[config.mk]
export PLATFORM = sky130hd
export DESIGN_NAME = grs_remote_status
export DESIGN_NICKNAME = d
export VERILOG_FILES = /design/src/hdl/grs_pkg.sv /design/src/hdl/grs_cmd_if.sv /design/src/hdl/grs_remote_status.sv /design/src/hdl/grs_cmd_decode.sv /design/src/hdl/grs_status_set.sv
export SDC_FILE = /design/constraint.sdc
export NUM_CORES = 1
export LEC_CHECK = 0
export ABC_AREA = 0
export BUFFER_PORTS_ARGS = -buffer_cell sky130_fd_sc_hd__buf_2
export CAP_MARGIN = 5
export CORE_MARGIN = 8
export CORE_UTILIZATION = 55
export CTS_CLUSTER_SIZE = 16
export DETAILED_ROUTE_END_ITERATION = 8
export PLACE_DENSITY_LB_ADDON = 0.12
export SLEW_MARGIN = 40
export SYNTH_ARGS = -nofsm -noshare
export SYNTH_HDL_FRONTEND = slang
export SYNTH_SLANG_ARGS = --single-unit
[constraint.sdc]
create_clock -name core_clk -period 2.9 [get_ports core_clk]
set_input_delay 0.58 -clock core_clk [delete_from_list [all_inputs] [get_ports core_clk]]
set_output_delay 0.58 -clock core_clk [all_outputs]
set_load 0.02 [all_outputs]
[src/hdl/grs_pkg.sv]
// Constants and types shared by the remote and status unit
// Operation
// - GTL in remote returns to local, keys live
// - DCL empties buffers, queue, deferred, blocking
// - Device clear keeps settings and stored data
// - DCL acts regardless of addressing
// - SDC clears only when addressed to listen
// - GET triggers layers that select bus trigger
// - Serial poll returns status byte any time
// - Remote needs listen address with remote enable
// - Remote ignores keys except local key
// - Talker active on MTA; idle UNT/MLA/IFC
// - Listener active on MLA; idle UNL/MTA/IFC
// - SRQ indicator holds until poll or cleared
// - Local key cancels remote unless locked out
// - Four status sets feed status byte
// - Condition registers track live conditions
// - Event bits latch on condition rise
// - Event AND enable, ORed to summary
// - Event read, power-up, CLS clear events
// - Enable reads harmless; cleared at power-up
// - Preset clears three enables, not standard
// - Writing zero clears standard event enable
// - Poll clears request bit, master summary stays
package grs_pkg;
   // Widths
   localparam int          SET_W      = 16;         // Bits per status register set
   localparam int          ADDR_W     = 5;          // Primary address width
   localparam int          NKEY       = 8;          // Front-panel keys
   localparam int          NSET       = 4;          // Status register sets
   localparam logic [15:0] SET_RST    = 16'h0000;   // Event/enable reset value
   localparam logic [7:0]  BYTE_RST   = 8'h00;      // Status byte reset value
   // Bus command bytes, ATN true, bit 7 ignored
   localparam logic [6:0]  CMD_GTL    = 7'h01;
   localparam logic [6:0]  CMD_SDC    = 7'h04;
   localparam logic [6:0]  CMD_GET    = 7'h08;
   localparam logic [6:0]  CMD_LLO    = 7'h11;
   localparam logic [6:0]  CMD_DCL    = 7'h14;
   localparam logic [6:0]  CMD_SPE    = 7'h18;
   localparam logic [6:0]  CMD_SPD    = 7'h19;
   localparam logic [6:0]  CMD_UNL    = 7'h3F;
   localparam logic [6:0]  CMD_UNT    = 7'h5F;
   localparam logic [1:0]  GRP_LISTEN = 2'h1;       // Bits 6:5 of a listen address
   localparam logic [1:0]  GRP_TALK   = 2'h2;       // Bits 6:5 of a talk address
   // Set indices on the select ports
   localparam logic [2:0]  SEL_STD    = 3'h0;
   localparam logic [2:0]  SEL_OPER   = 3'h1;
   localparam logic [2:0]  SEL_QUES   = 3'h2;
   localparam logic [2:0]  SEL_MEAS   = 3'h3;
   localparam logic [2:0]  SEL_SRE    = 3'h4;
   // Status byte bit positions
   localparam int          SB_MSB     = 0;
   localparam int          SB_EAV     = 2;
   localparam int          SB_QSB     = 3;
   localparam int          SB_MAV     = 4;
   localparam int          SB_STDSUM  = 5;
   localparam int          SB_RQS     = 6;
   localparam int          SB_OSB     = 7;
   localparam int          OPER_MEAS  = 4;          // Measuring flag in operation set
   // Trigger layer bits
   localparam int          TRG_ARM    = 0;
   localparam int          TRG_SCAN   = 1;
   localparam int          TRG_MEAS   = 2;
   // Remote/local state, one-hot
   typedef enum logic [3:0] {
      ST_LOCS = 4'h1,   // Local
      ST_REMS = 4'h2,   // Remote
      ST_LWLS = 4'h4,   // Local with lockout
      ST_RWLS = 4'h8    // Remote with lockout
   } grs_rl_t;
endpackage : grs_pkg

[src/hdl/grs_cmd_if.sv]
// Decoded bus command pulses from the decoder to the core
interface grs_cmd_if;
   logic mla;   // My listen address
   logic mta;   // My talk address
   logic unl;   // Unlisten
   logic unt;   // Untalk
   logic gtl;   // Go to local
   logic sdc;   // Selective device clear
   logic dcl;   // Device clear
   logic get;   // Group execute trigger
   logic llo;   // Local lockout
   logic spe;   // Serial poll enable
   logic spd;   // Serial poll disable
   modport src (output mla, mta, unl, unt, gtl, sdc, dcl, get, llo, spe, spd);
   modport snk (input  mla, mta, unl, unt, gtl, sdc, dcl, get, llo, spe, spd);
endinterface : grs_cmd_if

[src/hdl/grs_remote_status.sv]
// Top: remote/local, talker/listener, bus commands and status byte
module grs_remote_status
   import grs_pkg::*;
(
   input  wire logic              core_clk,
   input  wire logic              nrst,
   // Bus side
   input  wire logic [7:0]        cmdByte,
   input  wire logic              cmdValid,
   input  wire logic              atnPin,
   input  wire logic              renPin,
   input  wire logic              ifcPin,
   input  wire logic              spollRead,
   input  wire logic [ADDR_W-1:0] myAddr,
   // Front panel
   input  wire logic              localKeyPin,
   input  wire logic [NKEY-1:0]   keyPins,
   output      logic [NKEY-1:0]   keysOut,
   output      logic              remoteIndicator,
   output      logic              listenerIndicator,
   output      logic              talkerIndicator,
   output      logic              srqIndicator,
   output      logic              lockoutActive,
   // Instrument core
   input  wire logic [2:0]        trigSrcBus,
   output      logic [2:0]        trigPulse,
   output      logic              devClearPulse,
   input  wire logic              mavIn,
   input  wire logic              eavIn,
   // Status structure
   input  wire logic [SET_W-1:0]  stdCond,
   input  wire logic [SET_W-1:0]  operCond,
   input  wire logic [SET_W-1:0]  quesCond,
   input  wire logic [SET_W-1:0]  measCond,
   input  wire logic [2:0]        rdSel,
   input  wire logic              rdEvt,
   input  wire logic              rdEn,
   output      logic [SET_W-1:0]  rdData,
   input  wire logic [2:0]        wrSel,
   input  wire logic              wrEn,
   input  wire logic [SET_W-1:0]  wrData,
   input  wire logic              clsCmd,
   input  wire logic              presetCmd,
   output      logic [7:0]        statusByte,
   output      logic [7:0]        spollByte,
   output      logic              spollMode,
   output      logic              srqOut
);
   // Remote states in one place, used for indicator and key gating
   function automatic logic isRemote(input grs_rl_t s);
      isRemote = (s == ST_REMS) || (s == ST_RWLS);
   endfunction : isRemote

   // Two-stage synchronisers for pins; stage one feeds only stage two
   logic [2:0]      pinMeta_reg;    // ATN, REN, IFC first stage
   logic [2:0]      pinSync_reg;    // Second stage
   logic [NKEY:0]   keyMeta_reg;    // Keys plus local key first stage
   logic [NKEY:0]   keySync_reg;    // Second stage
   logic            localPrev_reg;  // For press detection
   always_ff @(posedge core_clk) begin
      if (!nrst) begin
         pinMeta_reg   <= 3'h0;
         pinSync_reg   <= 3'h0;
         keyMeta_reg   <= '0;
         keySync_reg   <= '0;
         localPrev_reg <= 1'b0;
      end else begin
         pinMeta_reg   <= {ifcPin, renPin, atnPin};
         pinSync_reg   <= pinMeta_reg;
         keyMeta_reg   <= {localKeyPin, keyPins};
         keySync_reg   <= keyMeta_reg;
         localPrev_reg <= keySync_reg[NKEY];
      end
   end
   logic atnSync;
   logic renSync;
   logic ifcSync;
   logic localPress;
   assign atnSync    = pinSync_reg[0];
   assign renSync    = pinSync_reg[1];
   assign ifcSync    = pinSync_reg[2];
   assign localPress = keySync_reg[NKEY] & ~localPrev_reg;

   // Command decoder
   grs_cmd_if cmd ();
   grs_cmd_decode u_dec (
      .core_clk (core_clk),
      .nrst     (nrst),
      .cmdByte  (cmdByte),
      .cmdValid (cmdValid),
      .atnSync  (atnSync),
      .myAddr   (myAddr),
      .cmd      (cmd.src)
   );

   // Talker and listener state
   logic talk_reg;
   logic listen_reg;
   logic talk_next;
   logic listen_next;
   assign talk_next   = cmd.mta ? 1'b1
                      : (cmd.unt | cmd.mla) ? 1'b0 : talk_reg;
   assign listen_next = cmd.mla ? 1'b1
                      : (cmd.unl | cmd.mta) ? 1'b0 : listen_reg;

   // Remote/local state machine
   grs_rl_t state_reg;
   grs_rl_t state_next;
   logic    gtlHere;
   assign gtlHere = cmd.gtl & listen_reg;   // GTL is addressed
   always_comb begin
      state_next = state_reg;
      if (!renSync) begin
         state_next = ST_LOCS;               // REN false drops remote and lockout
      end else begin
         unique case (state_reg)
            ST_LOCS: begin
               if (cmd.mla) begin
                  state_next = cmd.llo ? ST_RWLS : ST_REMS;
               end else if (cmd.llo) begin
                  state_next = ST_LWLS;
               end
            end
            ST_REMS: begin
               if (gtlHere || localPress) begin
                  state_next = ST_LOCS;
               end else if (cmd.llo) begin
                  state_next = ST_RWLS;
               end
            end
            ST_LWLS: begin
               if (cmd.mla) begin
                  state_next = ST_RWLS;
               end
            end
            ST_RWLS: begin
               // Local key ignored under lockout
               if (gtlHere) begin
                  state_next = ST_LWLS;
               end
            end
            default: state_next = ST_LOCS;
         endcase
      end
   end

   // Interface state registers and indicators
   always_ff @(posedge core_clk) begin
      if (!nrst) begin
         state_reg         <= ST_LOCS;
         talk_reg          <= 1'b0;
         listen_reg        <= 1'b0;
         remoteIndicator   <= 1'b0;
         lockoutActive     <= 1'b0;
         talkerIndicator   <= 1'b0;
         listenerIndicator <= 1'b0;
         keysOut           <= '0;
      end else begin
         state_reg         <= state_next;
         talk_reg          <= talk_next & ~ifcSync;
         listen_reg        <= listen_next & ~ifcSync;
         talkerIndicator   <= talk_next & ~ifcSync;
         listenerIndicator <= listen_next & ~ifcSync;
         remoteIndicator   <= isRemote(state_next);
         lockoutActive     <= (state_next == ST_LWLS) || (state_next == ST_RWLS);
         // Keys pass only in local; one cycle behind the indicator
         keysOut           <= isRemote(state_reg) ? '0 : keySync_reg[NKEY-1:0];
      end
   end

   // Device clear and trigger; clear touches no setting or status register
   logic clearHit;
   logic getHit;
   assign clearHit = cmd.dcl | (cmd.sdc & listen_reg);
   assign getHit   = cmd.get & listen_reg;
   always_ff @(posedge core_clk) begin
      if (!nrst) begin
         devClearPulse <= 1'b0;
         trigPulse     <= 3'h0;
         spollMode     <= 1'b0;
      end else begin
         devClearPulse <= clearHit;
         trigPulse     <= {3{getHit}} & trigSrcBus;
         spollMode     <= cmd.spe ? 1'b1 : (cmd.spd | ifcSync) ? 1'b0 : spollMode;
      end
   end

   // Four status register sets; standard enable survives preset
   logic [SET_W-1:0] evtV [NSET];
   logic [SET_W-1:0] enV  [NSET];
   logic [SET_W-1:0] condV[NSET];
   logic [NSET-1:0]  sumV;
   assign condV[0] = stdCond;
   assign condV[1] = operCond;
   assign condV[2] = quesCond;
   assign condV[3] = measCond;
   for (genvar i = 0; i < NSET; i++) begin : g_set
      grs_status_set #(
         .W          (SET_W),
         .PRESET_CLR (i != 0)
      ) u_set (
         .core_clk  (core_clk),
         .nrst      (nrst),
         .cond      (condV[i]),
         .wrEn      (wrEn && wrSel == 3'(i)),
         .wrData    (wrData),
         .rdEvt     (rdEvt && rdSel == 3'(i)),
         .clsCmd    (clsCmd),
         .presetCmd (presetCmd),
         .evt       (evtV[i]),
         .en        (enV[i]),
         .summary   (sumV[i])
      );
   end

   // Service request enable, cleared only by power-up or a write
   logic [7:0] sre_reg;
   always_ff @(posedge core_clk) begin
      if (!nrst) begin
         sre_reg <= BYTE_RST;
      end else if (wrEn && wrSel == SEL_SRE) begin
         sre_reg <= wrData[7:0];
      end
   end

   // Summary byte without bit 6; bits follow their sources, no latching
   logic [7:0] sumByte;
   logic [7:0] masked;
   logic       masterSum;   // Any enabled summary bit set
   always_comb begin
      sumByte         = BYTE_RST;
      sumByte[SB_MSB] = sumV[SEL_MEAS[1:0]];
      sumByte[SB_EAV] = eavIn;
      sumByte[SB_QSB] = sumV[SEL_QUES[1:0]];
      sumByte[SB_MAV] = mavIn;
      sumByte[SB_STDSUM] = sumV[SEL_STD[1:0]];
      sumByte[SB_OSB] = sumV[SEL_OPER[1:0]];
   end
   assign masked = sumByte & sre_reg;
   assign masterSum = |masked;

   // Request for service: set by an enabled summary rising, cleared by poll
   logic [7:0] maskedPrev_reg;
   logic       rqs_reg;
   logic       rqsSet;
   logic       pollDone;
   assign rqsSet   = |(masked & ~maskedPrev_reg);
   assign pollDone = spollRead & spollMode & talk_reg;
   always_ff @(posedge core_clk) begin
      if (!nrst) begin
         maskedPrev_reg <= BYTE_RST;
         rqs_reg        <= 1'b0;
      end else begin
         maskedPrev_reg <= masked;
         // Set wins over the poll clear; vanished causes also clear
         rqs_reg        <= rqsSet | (rqs_reg & ~pollDone & masterSum);
      end
   end

   // Registered status outputs and read-back
   logic [SET_W-1:0] rdMux;
   assign rdMux = (rdSel == SEL_SRE) ? SET_W'(sre_reg)
                : rdEvt ? evtV[rdSel[1:0]]
                : rdEn  ? enV[rdSel[1:0]] : condV[rdSel[1:0]];
   always_ff @(posedge core_clk) begin
      if (!nrst) begin
         statusByte   <= BYTE_RST;
         spollByte    <= BYTE_RST;
         srqIndicator <= 1'b0;
         srqOut       <= 1'b0;
         rdData       <= SET_RST;
      end else begin
         statusByte   <= sumByte | (8'(masterSum) << SB_RQS);
         // Poll byte is valid whether or not service is requested
         spollByte    <= sumByte | (8'(rqs_reg) << SB_RQS);
         srqIndicator <= rqs_reg;
         srqOut       <= rqs_reg;
         rdData       <= rdMux;
      end
   end

   // Checks
   property p_gtl_local;
      @(posedge core_clk) disable iff (!nrst)
      (cmd.gtl && listen_reg && isRemote(state_reg) && !localPress) |=> !remoteIndicator;
   endproperty
   a_gtl_local: assert property (p_gtl_local) else $error("GTL left remote on");
   property p_dcl;
      @(posedge core_clk) disable iff (!nrst)
      cmd.dcl |=> devClearPulse;
   endproperty
   a_dcl: assert property (p_dcl) else $error("DCL did not clear");
   property p_sdc_unaddr;
      @(posedge core_clk) disable iff (!nrst)
      (cmd.sdc && !listen_reg && !cmd.dcl) |=> !devClearPulse;
   endproperty
   a_sdc_unaddr: assert property (p_sdc_unaddr) else $error("SDC cleared unaddressed");
   property p_get;
      @(posedge core_clk) disable iff (!nrst)
      (cmd.get && listen_reg) |=> (trigPulse == $past(trigSrcBus));
   endproperty
   a_get: assert property (p_get) else $error("GET trigger wrong");
   property p_ren_alone;
      @(posedge core_clk) disable iff (!nrst)
      (state_reg == ST_LOCS && !cmd.mla) |=> !remoteIndicator;
   endproperty
   a_ren_alone: assert property (p_ren_alone) else $error("Remote without listen address");
   property p_keys_locked;
      @(posedge core_clk) disable iff (!nrst)
      remoteIndicator |=> (keysOut == '0);
   endproperty
   a_keys_locked: assert property (p_keys_locked) else $error("Key passed in remote");
   property p_talk;
      @(posedge core_clk) disable iff (!nrst)
      (cmd.mta && !ifcSync) |=> (talkerIndicator && !listenerIndicator);
   endproperty
   a_talk: assert property (p_talk) else $error("Talk address mishandled");
   property p_ifc;
      @(posedge core_clk) disable iff (!nrst)
      ifcSync |=> (!talkerIndicator && !listenerIndicator);
   endproperty
   a_ifc: assert property (p_ifc) else $error("IFC left talker or listener");
   property p_lockout;
      @(posedge core_clk) disable iff (!nrst)
      (state_reg == ST_RWLS && localPress && renSync && !cmd.gtl) |=> remoteIndicator;
   endproperty
   a_lockout: assert property (p_lockout) else $error("Local key worked under lockout");
   property p_poll_rqs;
      @(posedge core_clk) disable iff (!nrst)
      (pollDone && !rqsSet) |=> ##1 !srqIndicator;
   endproperty
   a_poll_rqs: assert property (p_poll_rqs) else $error("Poll left RQS set");
   c_remote: cover property (@(posedge core_clk) disable iff (!nrst) $rose(remoteIndicator));
   c_clear:  cover property (@(posedge core_clk) disable iff (!nrst) devClearPulse);
   c_trig:   cover property (@(posedge core_clk) disable iff (!nrst) |trigPulse);
   c_srq:    cover property (@(posedge core_clk) disable iff (!nrst) $fell(srqOut) && statusByte[SB_RQS]);
endmodule : grs_remote_status

[src/hdl/grs_cmd_decode.sv]
// Bus command byte decoder with own-address compare
module grs_cmd_decode
   import grs_pkg::*;
(
   input  wire logic              core_clk,
   input  wire logic              nrst,
   input  wire logic [7:0]        cmdByte,
   input  wire logic              cmdValid,
   input  wire logic              atnSync,
   input  wire logic [ADDR_W-1:0] myAddr,
   grs_cmd_if.src                 cmd
);
   // Only bytes sent with ATN true are commands
   logic       isCmd;
   logic [6:0] code;
   logic       addrHit;
   assign isCmd   = cmdValid & atnSync;
   assign code    = cmdByte[6:0];
   assign addrHit = (code[ADDR_W-1:0] == myAddr);

   // Address 31 is never a primary address, so the UNL/UNT codes cannot alias it
   logic mlaNext;
   logic mtaNext;
   assign mlaNext = isCmd & (code[6:5] == GRP_LISTEN) & addrHit & (code != CMD_UNL);
   assign mtaNext = isCmd & (code[6:5] == GRP_TALK) & addrHit & (code != CMD_UNT);

   // Registered one-cycle pulses
   always_ff @(posedge core_clk) begin
      if (!nrst) begin
         cmd.mla <= 1'b0;
         cmd.mta <= 1'b0;
         cmd.unl <= 1'b0;
         cmd.unt <= 1'b0;
         cmd.gtl <= 1'b0;
         cmd.sdc <= 1'b0;
         cmd.dcl <= 1'b0;
         cmd.get <= 1'b0;
         cmd.llo <= 1'b0;
         cmd.spe <= 1'b0;
         cmd.spd <= 1'b0;
      end else begin
         cmd.mla <= mlaNext;
         cmd.mta <= mtaNext;
         cmd.unl <= isCmd & (code == CMD_UNL);
         cmd.unt <= isCmd & (code == CMD_UNT);
         cmd.gtl <= isCmd & (code == CMD_GTL);
         cmd.sdc <= isCmd & (code == CMD_SDC);
         cmd.dcl <= isCmd & (code == CMD_DCL);
         cmd.get <= isCmd & (code == CMD_GET);
         cmd.llo <= isCmd & (code == CMD_LLO);
         cmd.spe <= isCmd & (code == CMD_SPE);
         cmd.spd <= isCmd & (code == CMD_SPD);
      end
   end
endmodule : grs_cmd_decode

[src/hdl/grs_status_set.sv]
// One status register set: condition, event and enable
module grs_status_set
   import grs_pkg::*;
#(
   parameter int W          = SET_W,
   parameter bit PRESET_CLR = 1'b1     // Preset clears this enable
)(
   input  wire logic         core_clk,
   input  wire logic         nrst,
   input  wire logic [W-1:0] cond,
   input  wire logic         wrEn,
   input  wire logic [W-1:0] wrData,
   input  wire logic         rdEvt,
   input  wire logic         clsCmd,
   input  wire logic         presetCmd,
   output      logic [W-1:0] evt,
   output      logic [W-1:0] en,
   output      logic         summary
);
   logic [W-1:0] condPrev_reg;   // Condition one cycle ago
   logic [W-1:0] evt_reg;        // Latched events
   logic [W-1:0] en_reg;         // Mask
   logic [W-1:0] evt_next;
   logic [W-1:0] en_next;
   logic [W-1:0] condRise;

   // Condition is live, no storage; only its rise is latched
   assign condRise = cond & ~condPrev_reg;
   // A rise in the clearing cycle survives, so no event is lost
   assign evt_next = ((rdEvt | clsCmd) ? W'(SET_RST) : evt_reg) | condRise;
   // Write carries any value, zero clears all; reading never touches it
   assign en_next  = wrEn ? wrData
                   : (presetCmd && PRESET_CLR) ? W'(SET_RST) : en_reg;

   // State update; power-up clears events and enables
   always_ff @(posedge core_clk) begin
      if (!nrst) begin
         condPrev_reg <= W'(SET_RST);
         evt_reg      <= W'(SET_RST);
         en_reg       <= W'(SET_RST);
      end else begin
         condPrev_reg <= cond;
         evt_reg      <= evt_next;
         en_reg       <= en_next;
      end
   end

   assign evt     = evt_reg;
   assign en      = en_reg;
   assign summary = |(evt_reg & en_reg);
endmodule : grs_status_set

# == Word level (Yosys, flattened, before mapping) ==
# Cells that the tools add are included.
# word_totals
ram_bits,0
latch_bits,0
in_bits,125
romBits,0
register_bits,299
n_memories,0
# classes
n_reduce_logical,27
order_cmp,1
addsub,0
mul,0
shift,0
n_div,0
n_bitwise,62
mux,35
eq_ne,29
# ops
operator,count
2-to-1 mux 16 bit,16
bitwise AND 16 bit,8
binary-select mux 16 bit (select 2 bit),3
NOT 16 bit,4
bitwise OR 16 bit,4
OR reduction 16 bit,4
2-to-1 mux 4 bit,8
"== test 7 x 5 -> 1 bit, second input constant",4
bitwise AND 1 bit,26
bitwise AND 8 bit,2
bitwise OR 8 x 7 -> 8 bit,2
case mux 4 bit (4 select lines),1
OR reduction 8 bit,2
"== test 3 x 2 -> 1 bit, second input constant",4
logical AND 1 bit,9
bitwise OR 1 bit,9
"== test 4 x 2 -> 1 bit, second input constant",2
"== test 4 x 3 -> 1 bit, second input constant",2
"== test 4 bit, second input constant",2
2-to-1 mux 8 bit,1
NOT 8 bit,1
nonzero test 2 bit,4
"== test 7 x 1 -> 1 bit, second input constant",1
"== test 7 x 3 -> 1 bit, second input constant",1
other kinds (19),34

# == Logic depth before layout (Yosys ltp) ==
# logic_depth
ltp_word,8
depth_mapped,8

# == By module ==
# Synthesis repeated with hierarchy kept, for this count alone.
# unflattened
hier_cells,1129
area_unflattened_um2,11611.1
# by_module_without_submodules
module,area_each_um2,n_inst,cells_per_inst
grs_status_set (g_set[1].u_set ...),1727.9,3,179
grs_remote_status,4365.4,1,388
grs_status_set (g_set[0].u_set),1652.8,1,160
grs_cmd_decode,409.1,1,44

# == Least setup slack after synthesis ==
# Ideal clock, no wire load.
# synth_path
path_type,input -> register
from,input rdSel[0]
to,register rdData[10]
t_required_ps,2779
setup_time_ps,121
setup_slack_ps,1022
n_path_buf,3
path_stages,6
t_arrival_ps,1757
path_cell_list,buf_4 -> buf_6 -> buf_6 -> mux4_2 -> a21oi_1 -> nor2_1
# synth_between
elab_chain_len,6
word_cells_on_any_way,14
cone_classes,1 x eq/ne; 11 x mux; 1 x bitwise; 1 x reduce/logical
# synth_lines
item,line_no,rtl
"start, declared",grs_remote_status.sv:35,"input wire logic [2:0] rdSel,"
NOT 2 -> 3 bit (not written as such),"grs_remote_status.sv:263, grs_remote_status.sv:264",
binary-select mux 16 bit (select 2 bit),grs_remote_status.sv:264,: rdEn ? enV[rdSel[1:0]] : condV[rdSel[1:0]];
2-to-1 mux 16 bit (not written as such) (2 in a row),grs_remote_status.sv:264,
2-to-1 mux 16 bit,grs_remote_status.sv:264,
2-to-1 mux 16 bit,grs_remote_status.sv:263,: rdEvt ? evtV[rdSel[1:0]]
"end signal, assigned",grs_remote_status.sv:278,rdData <= rdMux;
"end, declared",grs_remote_status.sv:38,"output logic [SET_W-1:0] rdData,"
# Parallel ways exist; a longest one is shown, timed or not. The select of a mux whose other input is x is not followed.
# A chain may end at the register's enable or synchronous reset.

# == Worst setup path in the final report ==
# layout_path
from,register g_set[3].u_set.evt_reg[5]
to,register rqs_reg
# layout_between
elab_chain_len,6
word_cells_on_any_way,8
cone_classes,5 x bitwise; 3 x reduce/logical
# layout_lines
item,line_no,rtl
"start, declared",grs_status_set.sv:21,logic [W-1:0] evt_reg;
"start signal, assigned",grs_status_set.sv:39,evt_reg <= W'(SET_RST);
"start signal, assigned",grs_status_set.sv:43,evt_reg <= evt_next;
bitwise AND 16 bit *,grs_status_set.sv:50,assign summary = |(evt_reg & en_reg);
OR reduction 16 bit *,grs_status_set.sv:50,
bitwise AND 8 bit *,grs_remote_status.sv:239,assign masked = sumByte & sre_reg;
bitwise AND 8 bit / OR reduction 8 bit (equally long branches),"grs_remote_status.sv:247, grs_remote_status.sv:240",
OR reduction 8 bit / bitwise AND 1 bit (equally long branches),"grs_remote_status.sv:247, grs_remote_status.sv:256",
bitwise OR 1 bit *,grs_remote_status.sv:256,rqs_reg <= rqsSet | (rqs_reg & ~pollDone & masterSum);
"end signal, assigned",grs_remote_status.sv:256,
"end, declared",grs_remote_status.sv:244,logic rqs_reg;
# Mark *: on every way between the ends. The rest lies on a longest branch, timed or not.

==> impl_metrics.ini <==
[placed_design]
io_buffers = 172
pre_cts_ws_ns = 0.5036
routabilityCongestion = 0.9451
hpwl_mm = 22.95

[route]
firstDrtPassIters = 5
via_per_inst = 5.645
wirelength_mm = 31.37
ant_nets = 0
drt_iter0_drc = 817
drc = 0
vias = 9026
wire_per_inst_um = 19.62

[timing]
tightest_slew_ns = 0.8292
slew_viol_final = 0
fin_setup_tns_ns = 0
fin_crit_sh = 0.7051
fmax_mhz = 489.1
hold_violations = 0
fin_worst_skew_ns = 0.01064
holdWs_ns = 0.2447
max_slew_margin = 0.4472
setup_viol = 0
min_period_ns = 2.045
rsz0062_at_grt = false
setup_ws_ns = 0.8553

[die]
die_h_um = 159.0
start_util = 0.5578
die-width_um = 159.0
core-area_um2 = 20170
num_io_pins = 176
num_rows = 52
die_area_um2 = 25290

[critical_path]
cp-start-kind = flop
cp.required_ns = 3.31
crit_arrival_ns = 2.45
end_kind = flop
worstSetupPathType = reg -> reg
reg2regPathDepth = 6
critical_path_peak_fanout = 3

[synthesis]
postSynthAreaPerCell_um2 = 9.623
synth_common_cells = dfxtp_1 (288), nand2_1 (214), a21oi_1 (91)
synth_edf_count = 0
yosys_register_bits = 288
yosysSeqAreaShare = 0.5125
yosys_warnings = 0
ys.flop_type = dfxtp_1
async_flop_share = 0
ys_types = 53
syn_inst = 1169
synth_top_area_frac = 0.5125
yosys-top-cells-area = dfxtp_1 (51%), mux4_2 (9.6%), nand2_1 (7.1%)
synth.most_common_cell = dfxtp_1
synthesis.area_um2 = 11250
yosys.area.top_type = dfxtp_1

[power_and_ir_drop]
combPwrFrac = 0.082
power.internal_uw = 6548
pwr-share-seq = 0.497
powerDensity_nw_per_um2 = 651.4
peakVddDrop_mv = 0.4708
power_frac_clock = 0.421
p_sw_uw = 2022
power_switching_share = 0.2359
leakagePower_uw = 0.005647

[clocking]
cts_resized = 0
htreeDepth = 1
cts_hold_buf = 0
numCtsBuffers = 28
clock_latency_ns = 0.54
root_buffer = clkbuf_16
clk_pin_slew_ns = 0.06
clockBufferDepth = 3
cts_tree = yes
postCtsSetupBuffers = 0
cts.sinks = 288

[grt]
overflow = 0
grt_use_total = 0.2428
grt_pass1_wl_mm = 49.16
grt_antenna_before_repair = 0
grt_pass1_vias = 8718
grt_max_degree = 96

[status]
status = finished clean

[finish]
syn2layout_area_growth_pct = 16.95
nNetsFinal = 1436
fillers = 1694
num_antenna_cells = 0
drive_above_1_share = 0.2310

[job]
cap_violations = 0

[min_path]
hold_class = in -> reg
min_path_cells = 2
==> layout make-up <==
cell class                 instances  area, µm²  area share
tap                              270      337.8     0.02568
inverter                          76      285.3     0.02168
sequential                       288       5766      0.4382
multi-input combinational        731       4847      0.3684
clock inverter                    11      123.9    0.009415
clock buffer                      37      805.8     0.06125
timing repair buffer             186      991.0     0.07532
==> kinds of logic after synthesis <==
group / share of synthesized area
xor gates and xnor gates: 0.004672
muxes: 0.1157
buffers and inverters: 0.06084
other: 0.0003333
AOI/OAI and AO/OA: 0.1178
and+or+nand+nor: 0.1882
DFF: 0.5125
==> placed cells by master, fill, tap and decap left out, types with 4 or more instances in the layout <==
cell type / n
a21oi_1: 91
a221oi_1: 4
a221oi_2: 12
a22o_1: 16
and2_1: 42
and4_1: 4
buf_2: 172
buf_4: 12
clkbuf_16: 29
clkbuf_8: 5
dfxtp_1: 288
inv_1: 74
mux2i_1: 22
mux4_2: 48
nand2_1: 214
nand2b_1: 4
nand3_1: 5
nand3b_1: 17
nor2_1: 86
nor3_1: 6
nor3b_1: 33
nor4_1: 5
o21ai_0: 59
o21ai_1: 17
==> stage by stage <==
step	power, µW	std cells	instance area (µm²)	utilization
floorplan	4728	1170	11250	-
global placement	5016	1551	12210	0.6053
detailed placement	5035	1551	12230	0.6062
CTS	8615	1599	13160	0.6523
global route	8872	1599	13160	0.6523
finish	8570	1599	13160	0.6523
==> path summary, 6_finish.rpt <==
check / from / end / slack, ns
setup / recovery: g_set[3].u_set.evt[5] / rqs_reg / 0.86
setup reg to reg: g_set[3].u_set.evt[5] / rqs_reg / 0.86
hold / removal: trigSrcBus[0] / trigPulse[0] / 0.24
hold reg to reg: g_set[0].u_set.condPrev_reg[12] / g_set[0].u_set.evt[12] / 0.41
==> routing by layer <==
layer,global-route usage,vias to the layer above,wire (µm),share of wire
li1,-,4257,-,-
met1,0.3535,4252,14270,0.45
met2,0.3491,455,13120,0.42
met3,0.05403,62,3047,0.097
met4,0.08105,0,934,0.030
met5,0,-,0,0
==> power groups by stage <==
| stage | registers, µW | logic (µW) | clock network [µW] |
|---|---|---|---|
| after floorplan | 4300 | 423 | 0 |
| after global placement | 4340 | 680 | 0 |
| after detailed placement | 4340 | 693 | 0 |
| after CTS | 4250 | 696 | 3670 |
| after global routing | 4270 | 763 | 3840 |
| final | 4260 | 699 | 3610 |
==> critical path: stages (launching register included) <==
cell	delay (ns)
dfxtp_1	0.38
a22o_1	0.27
a221oi_2	0.33
and4_1	0.36
nor2b_1	0.11
a2111oi_2	0.36
o22ai_1	0.11
Note: power is estimated with default switching activity, not from simulation.
